## src/logic/pwmsd_defs.svh

```systemverilog
`ifndef PWMSD_DEFS_SVH
`define PWMSD_DEFS_SVH
// ----------------------------------------
// Register indices, byte address is four times the index
// ----------------------------------------
`define PWMSD_IDX_ENABLE 6'h00
`define PWMSD_IDX_POL    6'h01
`define PWMSD_IDX_CLKSEL 6'h02
`define PWMSD_IDX_PRESC  6'h03
`define PWMSD_IDX_CTL    6'h05
`define PWMSD_IDX_SCLA   6'h08
`define PWMSD_IDX_SCLB   6'h09
`define PWMSD_IDX_CNT0   6'h0c
`define PWMSD_IDX_PER0   6'h14
`define PWMSD_IDX_DTY0   6'h1c
`define PWMSD_IDX_SDN    6'h24
`define PWMSD_NUM_CH     6'h08
// ----------------------------------------
// Field positions
// ----------------------------------------
`define PWMSD_SDN_FLAG   7
`define PWMSD_SDN_IE     6
`define PWMSD_SDN_RSTRT  5
`define PWMSD_SDN_LVL    4
`define PWMSD_SDN_PIN    2
`define PWMSD_SDN_INL    1
`define PWMSD_SDN_ENA    0
`define PWMSD_CTL_FRZ    2
`define PWMSD_PRE_A_LSB  0
`define PWMSD_PRE_B_LSB  4
`define PWMSD_SD_CH      7
// ----------------------------------------
// Reset values and counts
// ----------------------------------------
`define PWMSD_PER_RST    8'h00
`define PWMSD_DTY_RST    8'hff
`define PWMSD_REG_RST    8'h00
`define PWMSD_CNT_ONE    8'h01
`define PWMSD_CNT_ZERO   8'h00
`endif

```

## src/logic/pwmsd_pkg.sv

```systemverilog
package pwmsd_pkg;
  // Per-channel configuration as seen by a channel timer
  typedef struct packed {
    logic       en;
    logic       pol;
    logic [7:0] per;
    logic [7:0] dty;
  } pwmsd_chan_cfg_type;

  // Per-channel state returned to the register block
  typedef struct packed {
    logic [7:0] cnt;
    logic       out;
    logic       wrap;
  } pwmsd_chan_stat_type;
endpackage : pwmsd_pkg

```

## src/logic/pwmsd_scaler.sv

```systemverilog
`include "pwmsd_defs.svh"
module pwmsd_scaler (
  input  wire logic       clk_i,
  input  wire logic       rst_i,
  input  wire logic       tick_i,
  input  wire logic       load_i,
  input  wire logic [7:0] scale_i,
  output logic            stick_o
);
  import pwmsd_pkg::*;

  logic [7:0] cnt_q;
  logic [7:0] cnt_d;
  logic       div_q;
  logic       div_d;
  logic       hit;

  // ----------------------------------------
  // Down counter and divide by two
  // ----------------------------------------
  // Zero reloads and wraps through 255, so it spans 256 ticks
  assign hit = tick_i & (cnt_q == `PWMSD_CNT_ONE);

  always_comb begin
    cnt_d = cnt_q;
    div_d = div_q;
    if (load_i) begin
      cnt_d = scale_i; // RL16
    end else if (hit) begin
      cnt_d = scale_i; // RL14 RL15
      div_d = ~div_q; // RL14
    end else if (tick_i) begin
      cnt_d = cnt_q - `PWMSD_CNT_ONE;
    end
  end

  always_ff @(posedge clk_i) begin
    if (rst_i) begin
      cnt_q <= `PWMSD_CNT_ZERO;
      div_q <= 1'b0;
    end else begin
      cnt_q <= cnt_d;
      div_q <= div_d;
    end
  end

  assign stick_o = hit & div_q;

  property p_scl_reload;
    @(posedge clk_i) disable iff (rst_i)
    load_i |=> cnt_q == $past(scale_i);
  endproperty
  a_scl_reload: assert property (p_scl_reload) else $error("scale write did not reload"); // RL16

  property p_scl_wrap;
    @(posedge clk_i) disable iff (rst_i)
    (hit && !load_i) |=> (cnt_q == $past(scale_i)) && (div_q != $past(div_q));
  endproperty
  a_scl_wrap: assert property (p_scl_wrap) else $error("scale counter did not reload at one"); // RL14
endmodule // pwmsd_scaler

```

## src/logic/pwmsd_channel.sv

```systemverilog
`include "pwmsd_defs.svh"
module pwmsd_channel (
  input  wire logic                          clk_i,
  input  wire logic                          rst_i,
  input  wire logic                          tick_i,
  input  wire logic                          cnt_wr_i,
  input  wire pwmsd_pkg::pwmsd_chan_cfg_type cfg_i,
  output pwmsd_pkg::pwmsd_chan_stat_type     stat_o
);
  import pwmsd_pkg::*;

  logic [7:0] cnt_q, cnt_d, per_q, per_d, dty_q, dty_d, nxt;
  logic       ff_q, ff_d, wrap;

  // ----------------------------------------
  // Left-aligned up counter with buffered period and duty
  // ----------------------------------------
  assign nxt  = cnt_q + `PWMSD_CNT_ONE;
  assign wrap = cfg_i.en & tick_i & (nxt == per_q);

  always_comb begin
    cnt_d = cnt_q;
    per_d = per_q;
    dty_d = dty_q;
    ff_d  = ff_q;
    if (!cfg_i.en) begin
      per_d = cfg_i.per;
      dty_d = cfg_i.dty;
    end
    if (cnt_wr_i || wrap) begin
      cnt_d = `PWMSD_CNT_ZERO; // RL21
      per_d = cfg_i.per;
      dty_d = cfg_i.dty;
      ff_d  = (cfg_i.dty == `PWMSD_CNT_ZERO);
    end else if (cfg_i.en && tick_i) begin // RL22
      cnt_d = nxt;
      ff_d  = ff_q | (nxt == dty_q); // RL18
    end
  end

  always_ff @(posedge clk_i) begin
    if (rst_i) begin
      cnt_q <= `PWMSD_CNT_ZERO;
      per_q <= `PWMSD_PER_RST;
      dty_q <= `PWMSD_DTY_RST;
      ff_q  <= 1'b0;
    end else begin
      cnt_q <= cnt_d;
      per_q <= per_d;
      dty_q <= dty_d;
      ff_q  <= ff_d;
    end
  end

  // Polarity one starts high and drops at the duty match
  assign stat_o.out  = cfg_i.pol ? ~ff_q : ff_q; // RL19 RL20
  assign stat_o.cnt  = cnt_q;
  assign stat_o.wrap = wrap | cnt_wr_i;

  property p_ch_hold;
    @(posedge clk_i) disable iff (rst_i)
    (!cfg_i.en && !cnt_wr_i) |=> cnt_q == $past(cnt_q);
  endproperty
  a_ch_hold: assert property (p_ch_hold) else $error("disabled counter moved"); // RL22

  property p_ch_wrap;
    @(posedge clk_i) disable iff (rst_i)
    wrap |=> (cnt_q == `PWMSD_CNT_ZERO) && (per_q == $past(cfg_i.per));
  endproperty
  a_ch_wrap: assert property (p_ch_wrap) else $error("period match did not restart"); // RL21
endmodule // pwmsd_channel

```

## src/logic/pwmsd_top.sv

```systemverilog
// Behaviour
// RL1 - Shutdown input held active two clocks
// RL2 - Flag sets on every shutdown input edge (code flags edges only while the shutdown enable bit is set)
// RL3 - Interrupt when flag and enable set
// RL4 - Restart only when input inactive, at zero
// RL5 - Disabling shutdown resumes only at zero
// RL6 - Active shutdown forces enabled outputs to level
// RL7 - Status bit shows channel seven pin
// RL8 - Level bit selects active shutdown polarity
// RL9 - Enable makes pin input, gates controls
// RL10 - Prescaler stops in freeze when allowed
// RL11 - Prescaler stops when all channels off
// RL12 - Clocks A and B independently selected
// RL13 - Select n divides bus clock by 2^n
// RL14 - Scaler counts down, reloads, halves
// RL15 - Scale zero means 256
// RL16 - Scale write reloads counter at once
// RL17 - Channels pick prescaled or scaled clock
// RL18 - Eight-bit counter, period, duty per channel
// RL19 - Per-channel starting polarity
// RL20 - Polarity one starts high, drops at duty
// RL21 - Counter runs zero to period minus one
// RL22 - Disabled counter holds, resumes from hold
`include "pwmsd_defs.svh"
module pwmsd_top (
  input  wire logic        clk_i,
  input  wire logic        rst_i,
  input  wire logic        cyc_i,
  input  wire logic        stb_i,
  input  wire logic        we_i,
  input  wire logic [7:0]  adr_i,
  input  wire logic [3:0]  sel_i,
  input  wire logic [31:0] dat_i,
  output logic      [31:0] dat_o,
  output logic             ack_o,
  input  wire logic        freeze_i,
  input  wire logic        sd_pin_i,
  output logic      [7:0]  pwm_o,
  output logic      [7:0]  pwm_oe_o,
  output logic             irq_o
);
  import pwmsd_pkg::*;

  // ----------------------------------------
  // Decode helpers
  // ----------------------------------------
  function automatic logic [6:0] pwmsd_mask(input logic [2:0] sel);
    pwmsd_mask = 7'((8'h01 << sel) - 8'h01);
  endfunction

  function automatic logic pwmsd_hit(input logic [5:0] idx, input logic [5:0] base);
    logic [5:0] diff;
    diff = idx - base;
    pwmsd_hit = (idx >= base) && (diff < `PWMSD_NUM_CH);
  endfunction

  // ----------------------------------------
  // Bus slave
  // ----------------------------------------
  logic        ack_q, ack_d;
  logic [31:0] dat_q, dat_d;
  logic [5:0]  idx;
  logic [2:0]  cnt_ch, per_ch, dty_ch;
  logic        wr;

  assign idx    = adr_i[7:2];
  assign cnt_ch = 3'(idx - `PWMSD_IDX_CNT0);
  assign per_ch = 3'(idx - `PWMSD_IDX_PER0);
  assign dty_ch = 3'(idx - `PWMSD_IDX_DTY0);
  // Write lands on the edge where the master sees ack
  assign wr     = cyc_i & stb_i & we_i & sel_i[0] & ack_q;
  assign ack_d  = cyc_i & stb_i & ~ack_q;

  // ----------------------------------------
  // Software registers
  // ----------------------------------------
  logic [7:0] en_q, en_d, pol_q, pol_d, csel_q, csel_d, pre_q, pre_d;
  logic [7:0] ctl_q, ctl_d, scla_q, scla_d, sclb_q, sclb_d;
  logic [7:0] per_q [8];
  logic [7:0] per_d [8];
  logic [7:0] dty_q [8];
  logic [7:0] dty_d [8];
  logic       ie_q, ie_d, lvl_q, lvl_d, inl_q, inl_d, ena_q, ena_d;
  logic       sdn_wr, load_a, load_b;
  logic [7:0] cnt_wr;

  assign sdn_wr = wr & (idx == `PWMSD_IDX_SDN);
  assign load_a = wr & (idx == `PWMSD_IDX_SCLA);
  assign load_b = wr & (idx == `PWMSD_IDX_SCLB);

  always_comb begin
    en_d   = en_q;
    pol_d  = pol_q;
    csel_d = csel_q;
    pre_d  = pre_q;
    ctl_d  = ctl_q;
    scla_d = load_a ? dat_i[7:0] : scla_q;
    sclb_d = load_b ? dat_i[7:0] : sclb_q;
    per_d  = per_q;
    dty_d  = dty_q;
    cnt_wr = 8'h00;
    ie_d   = ie_q;
    lvl_d  = lvl_q;
    inl_d  = inl_q;
    ena_d  = ena_q;
    if (wr) begin
      unique case (idx)
        `PWMSD_IDX_ENABLE: en_d   = dat_i[7:0];
        `PWMSD_IDX_POL:    pol_d  = dat_i[7:0];
        `PWMSD_IDX_CLKSEL: csel_d = dat_i[7:0];
        `PWMSD_IDX_PRESC:  pre_d  = dat_i[7:0];
        `PWMSD_IDX_CTL:    ctl_d  = dat_i[7:0];
        `PWMSD_IDX_SDN: begin
          ie_d  = dat_i[`PWMSD_SDN_IE];
          lvl_d = dat_i[`PWMSD_SDN_LVL];
          inl_d = dat_i[`PWMSD_SDN_INL];
          ena_d = dat_i[`PWMSD_SDN_ENA];
        end
        default: begin
          if (pwmsd_hit(idx, `PWMSD_IDX_CNT0)) begin
            cnt_wr[cnt_ch] = 1'b1;
          end
          if (pwmsd_hit(idx, `PWMSD_IDX_PER0)) begin
            per_d[per_ch] = dat_i[7:0];
          end
          if (pwmsd_hit(idx, `PWMSD_IDX_DTY0)) begin
            dty_d[dty_ch] = dat_i[7:0];
          end
        end
      endcase
    end
  end

  always_ff @(posedge clk_i) begin
    if (rst_i) begin
      en_q   <= `PWMSD_REG_RST;
      pol_q  <= `PWMSD_REG_RST;
      csel_q <= `PWMSD_REG_RST;
      pre_q  <= `PWMSD_REG_RST;
      ctl_q  <= `PWMSD_REG_RST;
      scla_q <= `PWMSD_REG_RST;
      sclb_q <= `PWMSD_REG_RST;
      per_q  <= '{default: `PWMSD_PER_RST};
      dty_q  <= '{default: `PWMSD_DTY_RST};
      ie_q   <= 1'b0;
      lvl_q  <= 1'b0;
      inl_q  <= 1'b0;
      ena_q  <= 1'b0;
    end else begin
      en_q   <= en_d;
      pol_q  <= pol_d;
      csel_q <= csel_d;
      pre_q  <= pre_d;
      ctl_q  <= ctl_d;
      scla_q <= scla_d;
      sclb_q <= sclb_d;
      per_q  <= per_d;
      dty_q  <= dty_d;
      ie_q   <= ie_d;
      lvl_q  <= lvl_d;
      inl_q  <= inl_d;
      ena_q  <= ena_d;
    end
  end

  // ----------------------------------------
  // Prescaler
  // ----------------------------------------
  logic [6:0] pre_cnt_q, pre_cnt_d, mask_a, mask_b;
  logic       run, tick_a, tick_b;

  // Stopping the counter also stops every clock downstream
  assign run = (|en_q) & ~(freeze_i & ctl_q[`PWMSD_CTL_FRZ]); // RL10 RL11
  assign mask_a = pwmsd_mask(pre_q[`PWMSD_PRE_A_LSB +: 3]); // RL12 RL13
  assign mask_b = pwmsd_mask(pre_q[`PWMSD_PRE_B_LSB +: 3]); // RL12 RL13
  assign tick_a = run & ((pre_cnt_q & mask_a) == mask_a);
  assign tick_b = run & ((pre_cnt_q & mask_b) == mask_b);
  assign pre_cnt_d = run ? pre_cnt_q + 7'h01 : pre_cnt_q;

  always_ff @(posedge clk_i) begin
    if (rst_i) begin
      pre_cnt_q <= 7'h00;
    end else begin
      pre_cnt_q <= pre_cnt_d;
    end
  end

  logic stick_a, stick_b;

  pwmsd_scaler u_scale_a (
    .clk_i   (clk_i),
    .rst_i   (rst_i),
    .tick_i  (tick_a),
    .load_i  (load_a),
    .scale_i (scla_d),
    .stick_o (stick_a)
  );

  pwmsd_scaler u_scale_b (
    .clk_i   (clk_i),
    .rst_i   (rst_i),
    .tick_i  (tick_b),
    .load_i  (load_b),
    .scale_i (sclb_d),
    .stick_o (stick_b)
  );

  // ----------------------------------------
  // Emergency shutdown
  // ----------------------------------------
  logic       pin_q, flag_q, flag_d, rel_q, rel_d, sd_act, sd_chg;
  logic [7:0] hold_q, hold_d, wraps;

  // Pin level is taken as synchronous, no filter on it
  assign sd_act = ena_q & (sd_pin_i == inl_q); // RL8 RL9
  assign sd_chg = ena_q & (sd_pin_i != pin_q);

  always_comb begin
    // A change in the clearing cycle still sets the flag
    flag_d = sd_chg | (flag_q & ~(sdn_wr & dat_i[`PWMSD_SDN_FLAG])); // RL2
    rel_d  = rel_q;
    if (sd_act || hold_q == 8'h00) begin
      rel_d = 1'b0;
    end
    if (sdn_wr && dat_i[`PWMSD_SDN_RSTRT] && ena_q && !sd_act) begin
      rel_d = 1'b1; // RL4
    end
    if (sdn_wr && !dat_i[`PWMSD_SDN_ENA]) begin
      rel_d = 1'b1; // RL5
    end
    for (int i = 0; i < 8; i++) begin
      hold_d[i] = sd_act | (hold_q[i] & ~(rel_q & wraps[i])); // RL4 RL5
    end
  end

  always_ff @(posedge clk_i) begin
    if (rst_i) begin
      pin_q  <= 1'b0;
      flag_q <= 1'b0;
      rel_q  <= 1'b0;
      hold_q <= 8'h00;
    end else begin
      pin_q  <= sd_pin_i;
      flag_q <= flag_d;
      rel_q  <= rel_d;
      hold_q <= hold_d;
    end
  end

  assign irq_o = ena_q & ie_q & flag_q; // RL3

  // ----------------------------------------
  // Channels
  // ----------------------------------------
  pwmsd_chan_stat_type stat [8];

  for (genvar g = 0; g < 8; g++) begin : g_ch
    pwmsd_chan_cfg_type cfg;
    logic               tick;
    // Bit one of the index picks the A or B family
    if ((g / 2) % 2 == 0) begin : g_a
      assign tick = csel_q[g] ? stick_a : tick_a; // RL17
    end else begin : g_b
      assign tick = csel_q[g] ? stick_b : tick_b; // RL17
    end
    assign cfg = '{en: en_q[g], pol: pol_q[g], per: per_q[g], dty: dty_q[g]};
    assign wraps[g] = stat[g].wrap; // RL4 RL5

    pwmsd_channel u_ch (
      .clk_i    (clk_i),
      .rst_i    (rst_i),
      .tick_i   (tick),
      .cnt_wr_i (cnt_wr[g]),
      .cfg_i    (cfg),
      .stat_o   (stat[g])
    );

    // Force acts in the same cycle the pin goes active
    assign pwm_o[g] = en_q[g] & ((sd_act | hold_q[g]) ? lvl_q : stat[g].out); // RL6
    if (g == `PWMSD_SD_CH) begin : g_in
      assign pwm_oe_o[g] = en_q[g] & ~ena_q; // RL9
    end else begin : g_out
      assign pwm_oe_o[g] = en_q[g];
    end
  end

  // ----------------------------------------
  // Read path
  // ----------------------------------------
  always_comb begin
    dat_d = 32'h0000_0000;
    unique case (idx)
      `PWMSD_IDX_ENABLE: dat_d[7:0] = en_q;
      `PWMSD_IDX_POL:    dat_d[7:0] = pol_q;
      `PWMSD_IDX_CLKSEL: dat_d[7:0] = csel_q;
      `PWMSD_IDX_PRESC:  dat_d[7:0] = pre_q;
      `PWMSD_IDX_CTL:    dat_d[7:0] = ctl_q;
      `PWMSD_IDX_SCLA:   dat_d[7:0] = scla_q;
      `PWMSD_IDX_SCLB:   dat_d[7:0] = sclb_q;
      `PWMSD_IDX_SDN: begin
        dat_d[`PWMSD_SDN_FLAG] = flag_q;
        dat_d[`PWMSD_SDN_IE]   = ie_q;
        dat_d[`PWMSD_SDN_LVL]  = lvl_q;
        dat_d[`PWMSD_SDN_PIN]  = sd_pin_i; // RL7
        dat_d[`PWMSD_SDN_INL]  = inl_q;
        dat_d[`PWMSD_SDN_ENA]  = ena_q;
      end
      default: begin
        if (pwmsd_hit(idx, `PWMSD_IDX_CNT0)) begin
          dat_d[7:0] = stat[cnt_ch].cnt;
        end
        if (pwmsd_hit(idx, `PWMSD_IDX_PER0)) begin
          dat_d[7:0] = per_q[per_ch];
        end
        if (pwmsd_hit(idx, `PWMSD_IDX_DTY0)) begin
          dat_d[7:0] = dty_q[dty_ch];
        end
      end
    endcase
  end

  always_ff @(posedge clk_i) begin
    if (rst_i) begin
      ack_q <= 1'b0;
      dat_q <= 32'h0000_0000;
    end else begin
      ack_q <= ack_d;
      dat_q <= ack_d ? dat_d : dat_q;
    end
  end

  assign ack_o = ack_q;
  assign dat_o = dat_q;

  // ----------------------------------------
  // Checks
  // ----------------------------------------
  property p_flag_set;
    @(posedge clk_i) disable iff (rst_i)
    (ena_q && sd_pin_i != $past(sd_pin_i)) ##1 1'b1 |-> flag_q;
  endproperty
  a_flag_set: assert property (p_flag_set) else $error("pin edge not flagged"); // RL2

  property p_irq;
    @(posedge clk_i) disable iff (rst_i)
    irq_o == (flag_q && ie_q && ena_q);
  endproperty
  a_irq: assert property (p_irq) else $error("interrupt request mismatch"); // RL3

  property p_rstrt_read;
    @(posedge clk_i) disable iff (rst_i)
    (ack_d && idx == `PWMSD_IDX_SDN) |=> !dat_o[`PWMSD_SDN_RSTRT];
  endproperty
  a_rstrt_read: assert property (p_rstrt_read) else $error("restart bit read as one"); // RL4

  property p_force;
    @(posedge clk_i) disable iff (rst_i)
    (ena_q && sd_pin_i == inl_q) |-> ((pwm_o & en_q) == (en_q & {8{lvl_q}}));
  endproperty
  a_force: assert property (p_force) else $error("outputs not forced"); // RL6

  property p_hold_zero;
    @(posedge clk_i) disable iff (rst_i)
    (hold_q[0] && !sd_act && !(rel_q && wraps[0])) |=> hold_q[0];
  endproperty
  a_hold_zero: assert property (p_hold_zero) else $error("release before zero"); // RL4

  property p_pin_in;
    @(posedge clk_i) disable iff (rst_i)
    ena_q |-> !pwm_oe_o[`PWMSD_SD_CH];
  endproperty
  a_pin_in: assert property (p_pin_in) else $error("shutdown pin driven"); // RL9

  property p_freeze;
    @(posedge clk_i) disable iff (rst_i)
    ((freeze_i && ctl_q[`PWMSD_CTL_FRZ]) || en_q == 8'h00) |=> $stable(pre_cnt_q);
  endproperty
  a_freeze: assert property (p_freeze) else $error("prescaler ran while gated"); // RL10

  property p_div1;
    @(posedge clk_i) disable iff (rst_i)
    (run && pre_q[`PWMSD_PRE_A_LSB +: 3] == 3'h0) |-> tick_a;
  endproperty
  a_div1: assert property (p_div1) else $error("select zero not full rate"); // RL13
endmodule // pwmsd_top

```

## config.mk

```make
export PLATFORM = sky130hd
export DESIGN_NAME = pwmsd_top
export DESIGN_NICKNAME = d
export VERILOG_FILES = /design/src/logic/pwmsd_pkg.sv /design/src/logic/pwmsd_scaler.sv /design/src/logic/pwmsd_channel.sv /design/src/logic/pwmsd_top.sv
export VERILOG_INCLUDE_DIRS = /design/src /design/src/logic
export SDC_FILE = /design/constraint.sdc
export NUM_CORES = 1
export LEC_CHECK = 0
export ABC_AREA = 1
export BUFFER_PORTS_ARGS = -buffer_cell sky130_fd_sc_hd__buf_2
export CAP_MARGIN = 20
export CORE_MARGIN = 2
export CORE_UTILIZATION = 55
export DETAILED_ROUTE_END_ITERATION = 8
export PLACE_DENSITY = 0.72
export SYNTH_ARGS = -nofsm -noshare
export SYNTH_HDL_FRONTEND = slang
export SYNTH_SLANG_ARGS = --single-unit
```

## constraint.sdc

```tcl
create_clock -name clk_i -period 6 [get_ports clk_i]
set_input_delay 0.9 -clock clk_i [delete_from_list [all_inputs] [get_ports clk_i]]
set_output_delay 0.9 -clock clk_i [all_outputs]
set_load 0.01 [all_outputs]
```

Word-level counts from Yosys, hierarchy flattened
Cells that the tools add are included.
{ "classes": {"addsub": 16, "multipliers": 0, "div_mod_pow": 0, "order_cmp": 13, "eq_ne": 37, "shift": 2, "muxes": 111, "bitwise": 126, "n_reduce_logical": 70} }
{ "op_table": {"columns": ["operator", "n"], "rows": [
  ["two-way mux 8 bit", 52],
  ["bitwise mux 64 bit", 2],
  ["equality test 8 bit", 16],
  ["zero test 8 bit", 9],
  ["adder 8 x 1 -> 8 bit (second input constant)", 8],
  ["bitwise AND 1 bit", 63],
  ["binary-select mux 8 bit (select 3 bit)", 2],
  ["demux 8 bit (select 3 bit)", 2],
  ["two-way mux 1 bit", 44],
  ["bitwise OR 1 bit", 33],
  ["binary-select mux 10 bit (select 3 bit)", 1],
  ["inverter 1 bit", 25],
  ["case mux 1 bit (8 select lines)", 3],
  ["case mux 3 bit (8 select lines)", 1],
  ["two-way mux 10 bit", 2],
  ["logical AND 1 bit", 18],
  ["< comparator 6 x 4 -> 1 bit (second input constant)", 3],
  ["equality test 8 x 1 -> 1 bit (second input constant)", 2],
  ["!= test 2 x 1 -> 1 bit (second input constant)", 8],
  ["case mux 2 bit (8 select lines)", 1],
  ["AND reduction 2 bit", 8],
  ["nonzero test 2 bit", 8],
  ["OR reduction 2 bit", 8],
  ["subtractor 8 x 1 -> 8 bit (second input constant)", 2],
  ["29 further kinds", 54]
]} }
{ "totals": {"regBits": 433, "latchBits": 0, "ram_bits": 0, "mem_bits_ro": 0, "in_bits": 51, "out_inout_bits": 50, "memories": 0} }

Longest topological paths before layout
{ "depth": {"ltp_word": 18, "mapped_depth": 18} }

By module
A second synthesis with hierarchy kept.
{ "unflattened": {"cells_unflattened": 3993, "area_unflattened_um2": 25888.6} }
{ "modules_own_cells": {"columns": ["module", "n_inst", "cells_per_inst", "area_each_um2"], "rows": [
  ["pwmsd_channel", 8, 243, 1551.5],
  ["pwmsd_top", 1, 1839, 12142.9],
  ["pwmsd_scaler", 2, 105, 666.9]
]} }

Worst setup path before layout
OpenSTA, ideal clock, no wires.
{ "synth_path": {"path_kind": "input -> register", "startpoint": "input adr_i[4]", "endpoint": "register per_q (netlist bit g_ch[6].cfg[14])", "setup_ns": 0.119, "arrival_time_ns": 2.935, "setup_slack_ns": 2.946, "stages": 13, "path_buffers": 4, "path_cell_list": "inv_1 > clkbuf_1 > clkbuf_1 > ha_1 > xor2_1 > and3_1 > buf_2 > inv_1 > nor2_2 > nand2_1 > buf_2 > o21ai_0 > a21oi_1"} }
{ "synth_between": {"elab_chain_len": 7, "word_cells_on_any_way": 20, "classes_between": "1 x add/sub; 4 x order compare; 5 x eq/ne; 3 x mux; 2 x bitwise; 5 x reduce/logical"} }
{ "synth_lines": {"columns": ["item", "line_no", "text"], "rows": [
  ["start, declared", "pwmsd_top.sv:31", "input wire logic [7:0] adr_i,"],
  ["subtractor 6 x 5 -> 6 bit", "pwmsd_top.sv:53", "diff = idx - base;"],
  ["inverter 3 -> 4 bit (not written as such)", "pwmsd_top.sv:124", "per_d[per_ch] = dat_i[7:0];"],
  ["greater-or-equal comparator 4 bit (not written as such) / < comparator 4 x 1 -> 1 bit (equally long branches)", "pwmsd_top.sv:124", null],
  ["logical AND 1 bit (not written as such)", "pwmsd_top.sv:124", null],
  ["two-way mux 8 bit (not written as such)", "pwmsd_top.sv:124", null],
  ["demux 8 bit (select 3 bit)", "pwmsd_top.sv:124", null],
  ["bitwise mux 64 bit", "pwmsd_top.sv:124", null],
  ["end signal, assigned", "pwmsd_top.sv:157", "per_q <= per_d;"],
  ["end, declared", "pwmsd_top.sv:79", "logic [7:0] per_q [8];"]
]} }
Parallel ways exist; a longest one is shown, timed or not.
A chain may end at the register's enable or synchronous reset.

Final worst setup path
{ "layout_path": {"startpoint": "input adr_i[4]", "endpoint": "register per_q (netlist bit g_ch[2].cfg[11])"} }
Same word-level chain as after synthesis.

==> reports/qor.csv <==
stage;metric;value;unit
run_status;outcome;finished clean;
final_layout;drive_gt1_frac;0.06707;
grt;grt_pass1_wl;120600;um
final_layout;layout_commonest_cell;nand2_1;
synth;synth_warnings;0;
timing;fin_skew;27.40;ps
setup_path;reg2reg_slack;2490;ps
final_layout;final_cell_mix;nand2_1, dfxtp_1, inv_1, nand3_1, nor2_1;
power;leakage;10.95;nW
setup_path;cp.buffers_inverters;4;
die;core.rowCount;75;
setup_path;cp.required;6450;ps
die;chipWidth;210.5;um
placement;place.gp.congestion;0.9782;
clocking;clkLatencyLatePin;600;ps
timing;final_hold_viol_count;0;
timing;timing.fmax;0.2595;GHz
placement;place_area;23600;sq um
final_layout;finalNonFillerCells;4028;
grt;grt_pass1_vias;21722;
placement;hpwl;54680;um
detailed_routing;detail_route.iter0.violations;2903;
clocking;clk_path_buf_depth;3;
setup_path;worst_path_most_repeated_cell;inv_1;
final_layout;stdcell_area;25370;sq um
die;ios;101;
placement;place_inst;3941;
setup_path;cp_slowest_cell;nor2_2;
setup_path;crit_type;input pin to flop;
setup_path;path_cells;buf_2, inv_1, buf_4, ha_1, and3_1, inv_1, nor2_2, nand2_1, o21ai_0, a21oi_1;
die;die_height;210.5;um
clocking;clk_pin_slew;60;ps
synth;syn_inst;3509;
grt;grt_overflow;0;
timing;rsz0062_at_grt;no;
synth;synth.cell_area;23450;sq um
timing;setup_tns;0;ps
die;fp.dieArea;44300;sq um
timing;finalCritPeriodShare;0.6422;
detailed_routing;drt-total-wl;77830;um
die;initial_utilization;0.5578;
timing;maxSlewViolCount;0;
synth;synth_seq_cells;433;
setup_path;endpoint;g_ch[2].cfg[11];
grt;antenna_found_initial;0;
grt;grt_start_max_net_pins;145;
setup_path;path_delay_family;simple AND/OR/NAND/NOR gates;
grt;grtUsageTotal;0.3456;
final_layout;nets;3523;
die;core;42040;sq um
synth;synth.distinct_cells;49;
detailed_routing;antenna_left;0;
detailed_routing;vias;23896;
flow_run;maxCapViolations;0;
power;vdd_drop_max;0.2829;mV
detailed_routing;drc;0;
setup_path;reg2reg_from;en_q[3];
setup_path;crit_fanout;34;
detailed_routing;dr.pass1.iters;6;
setup_path;cp.arrival;4300;ps
setup_path;worst-path-stages;10;
clocking;cts_tree;yes;
setup_path;reg2reg_depth;13;
setup_path;cp-start-kind;input pin;
timing;tightest_slew;995.1;ps
setup_path;cpPeakStageDelay;610;ps
clocking;cts_buffers;48;
placement;port_buffers;47;
final_layout;antenna_cells;0;
setup_path;startpoint;adr_i[4];
clocking;cts-htree-levels;2;
clocking;cts_hold_buf;0;
detailed_routing;avgRoutedWirePerCell;19.32;um
setup_path;r2r-end;g_ch[5].u_ch.ff_q;
final_layout;utilization;0.6034;
final_layout;area_delta_synth_final;8.180;%
timing;min_period;3853;ps
power;powerDensity;254.9;nW/um^2
min_path;min_path_type;flop to flop;
clocking;cts_resized;0;
final_layout;regArea;8668;sq um
final_layout;multiInputGateArea;12280;sq um
timing;final-setup-viol-count;0;
detailed_routing;viasPerCell;5.932;
timing;slew_headroom;0.3357;
synth;synth_seq_area_share;0.3697;
setup_path;endpoint_kind;flop;
clocking;postCtsSetupRepairBufs;0;
clocking;clkSinkCount;433;
synth;syn_avg_cell_area;6.683;sq um
clocking;cts-root-buf;clkbuf_16;
final_layout;n_fill_cell;3987;
[routing by layer]
layer  global-route usage  part of all wire
met5                    0                 0
met3              0.05438             0.094
met4               0.1564             0.048
met1               0.4668              0.41
met2               0.5461              0.44
[cell type report]
type,count,area share
Inverter,422,0.06274
Timing Repair Buffer,66,0.01539
Multi-Input combinational cell,2481,0.4839
Clock buffer,65,0.05667
Clock inverter,22,0.01297
Tap cell,539,0.02658
Sequential cell,433,0.3417
[flip-flops by register name, indices dropped and copies added (netlist names), 64 cells and up]
register         count
g_ch.u_ch.cnt_q     64
dty_q               64
g_ch.u_ch.dty_q     64
g_ch.u_ch.per_q     64
g_ch.cfg            64
[worst min path at each step]
stage,start,end,cells past startpoint,slack [ps]
finish,dty_q[14],g_ch[6].u_ch.dty_q[6],2,460
global route,g_ch[0].cfg[8],g_ch[0].cfg[8],2,500
detailed placement,dty_q[14],g_ch[6].u_ch.dty_q[6],2,440
global placement,dty_q[13],g_ch[6].u_ch.dty_q[5],2,440
floorplan,dty_q[45],g_ch[2].u_ch.dty_q[5],2,430
CTS,dty_q[14],g_ch[6].u_ch.dty_q[6],2,450
[stage by stage]
step | power [W] | setup slack (ps) | hold slack [ps]
after floorplan | 0.003124 | 2946 | 428.9
after global placement | 0.003220 | 1812 | 437.9
after detailed placement | 0.003222 | 1723 | 438.8
after CTS | 0.006466 | 2323 | 453.5
after global routing | 0.006603 | 1992 | 500.4
final | 0.006465 | 2147 | 455.1
[worst reg2reg max path: stages (launching register included)]
cell and delay (ps):
dfxtp_1 970, nor2_1 80, nand2_1 130, nor2_2 70, nor2_4 120, nand2_1 110, nor2_4 220, nand4_2 220
nand2_1 370, nand3_2 440, nand2_1 400, nand2_1 100, nand2_1 120, nor2_1 60
[where the power goes]
part	switching [W]	leakage, nW	internal, W
logic	0.000231	6.59	0.0000594
registers	0.00000412	3.49	0.00288
clock network	0.00127	0.871	0.00202
total	0.00151	11.0	0.00496
[synth_stat cells (all sizes together)]
cell | count | area share
nand2 | 959 | 0.16
dfxtp | 433 | 0.37
inv | 414 | 0.066
nand3 | 297 | 0.069
nor2 | 296 | 0.051
a21oi | 218 | 0.047
nand4 | 173 | 0.047
o21ai | 172 | 0.037
buf | 103 | 0.028
clkbuf | 93 | 0.015
o211ai | 57 | 0.018
xor2 | 49 | 0.018
o22ai | 43 | 0.011
xnor2 | 32 | 0.012
ha | 20 | 0.011
nand3b | 19 | 0.0061
a31oi | 18 | 0.0048
nor3 | 17 | 0.0043
nor4 | 16 | 0.0043
a22oi | 15 | 0.0048
o2111ai | 15 | 0.0056
or2 | 14 | 0.0037
a221oi | 10 | 0.0037
clkinv | 8 | 0.0013
a41oi | 5 | 0.0019
o311ai | 3 | 0.0011
a211oi | 2 | 0.00064
o221ai | 2 | 0.00075
and2 | 1 | 0.00027
and3 | 1 | 0.00027
conb | 1 | 0.00016
nor3b | 1 | 0.00032
o21bai | 1 | 0.00032
or4 | 1 | 0.00032
[cells by family after synthesis]
family	synth area share
adder cells (fa/ha/maj)	0.01067
buffers and inverters	0.1105
flip-flops	0.3697
AO/OA/AOI/OAI	0.1366
other	0.0001599
XOR/XNOR	0.03025
AND/OR/NAND/NOR	0.3422
Power figures use the tool's default switching activity.
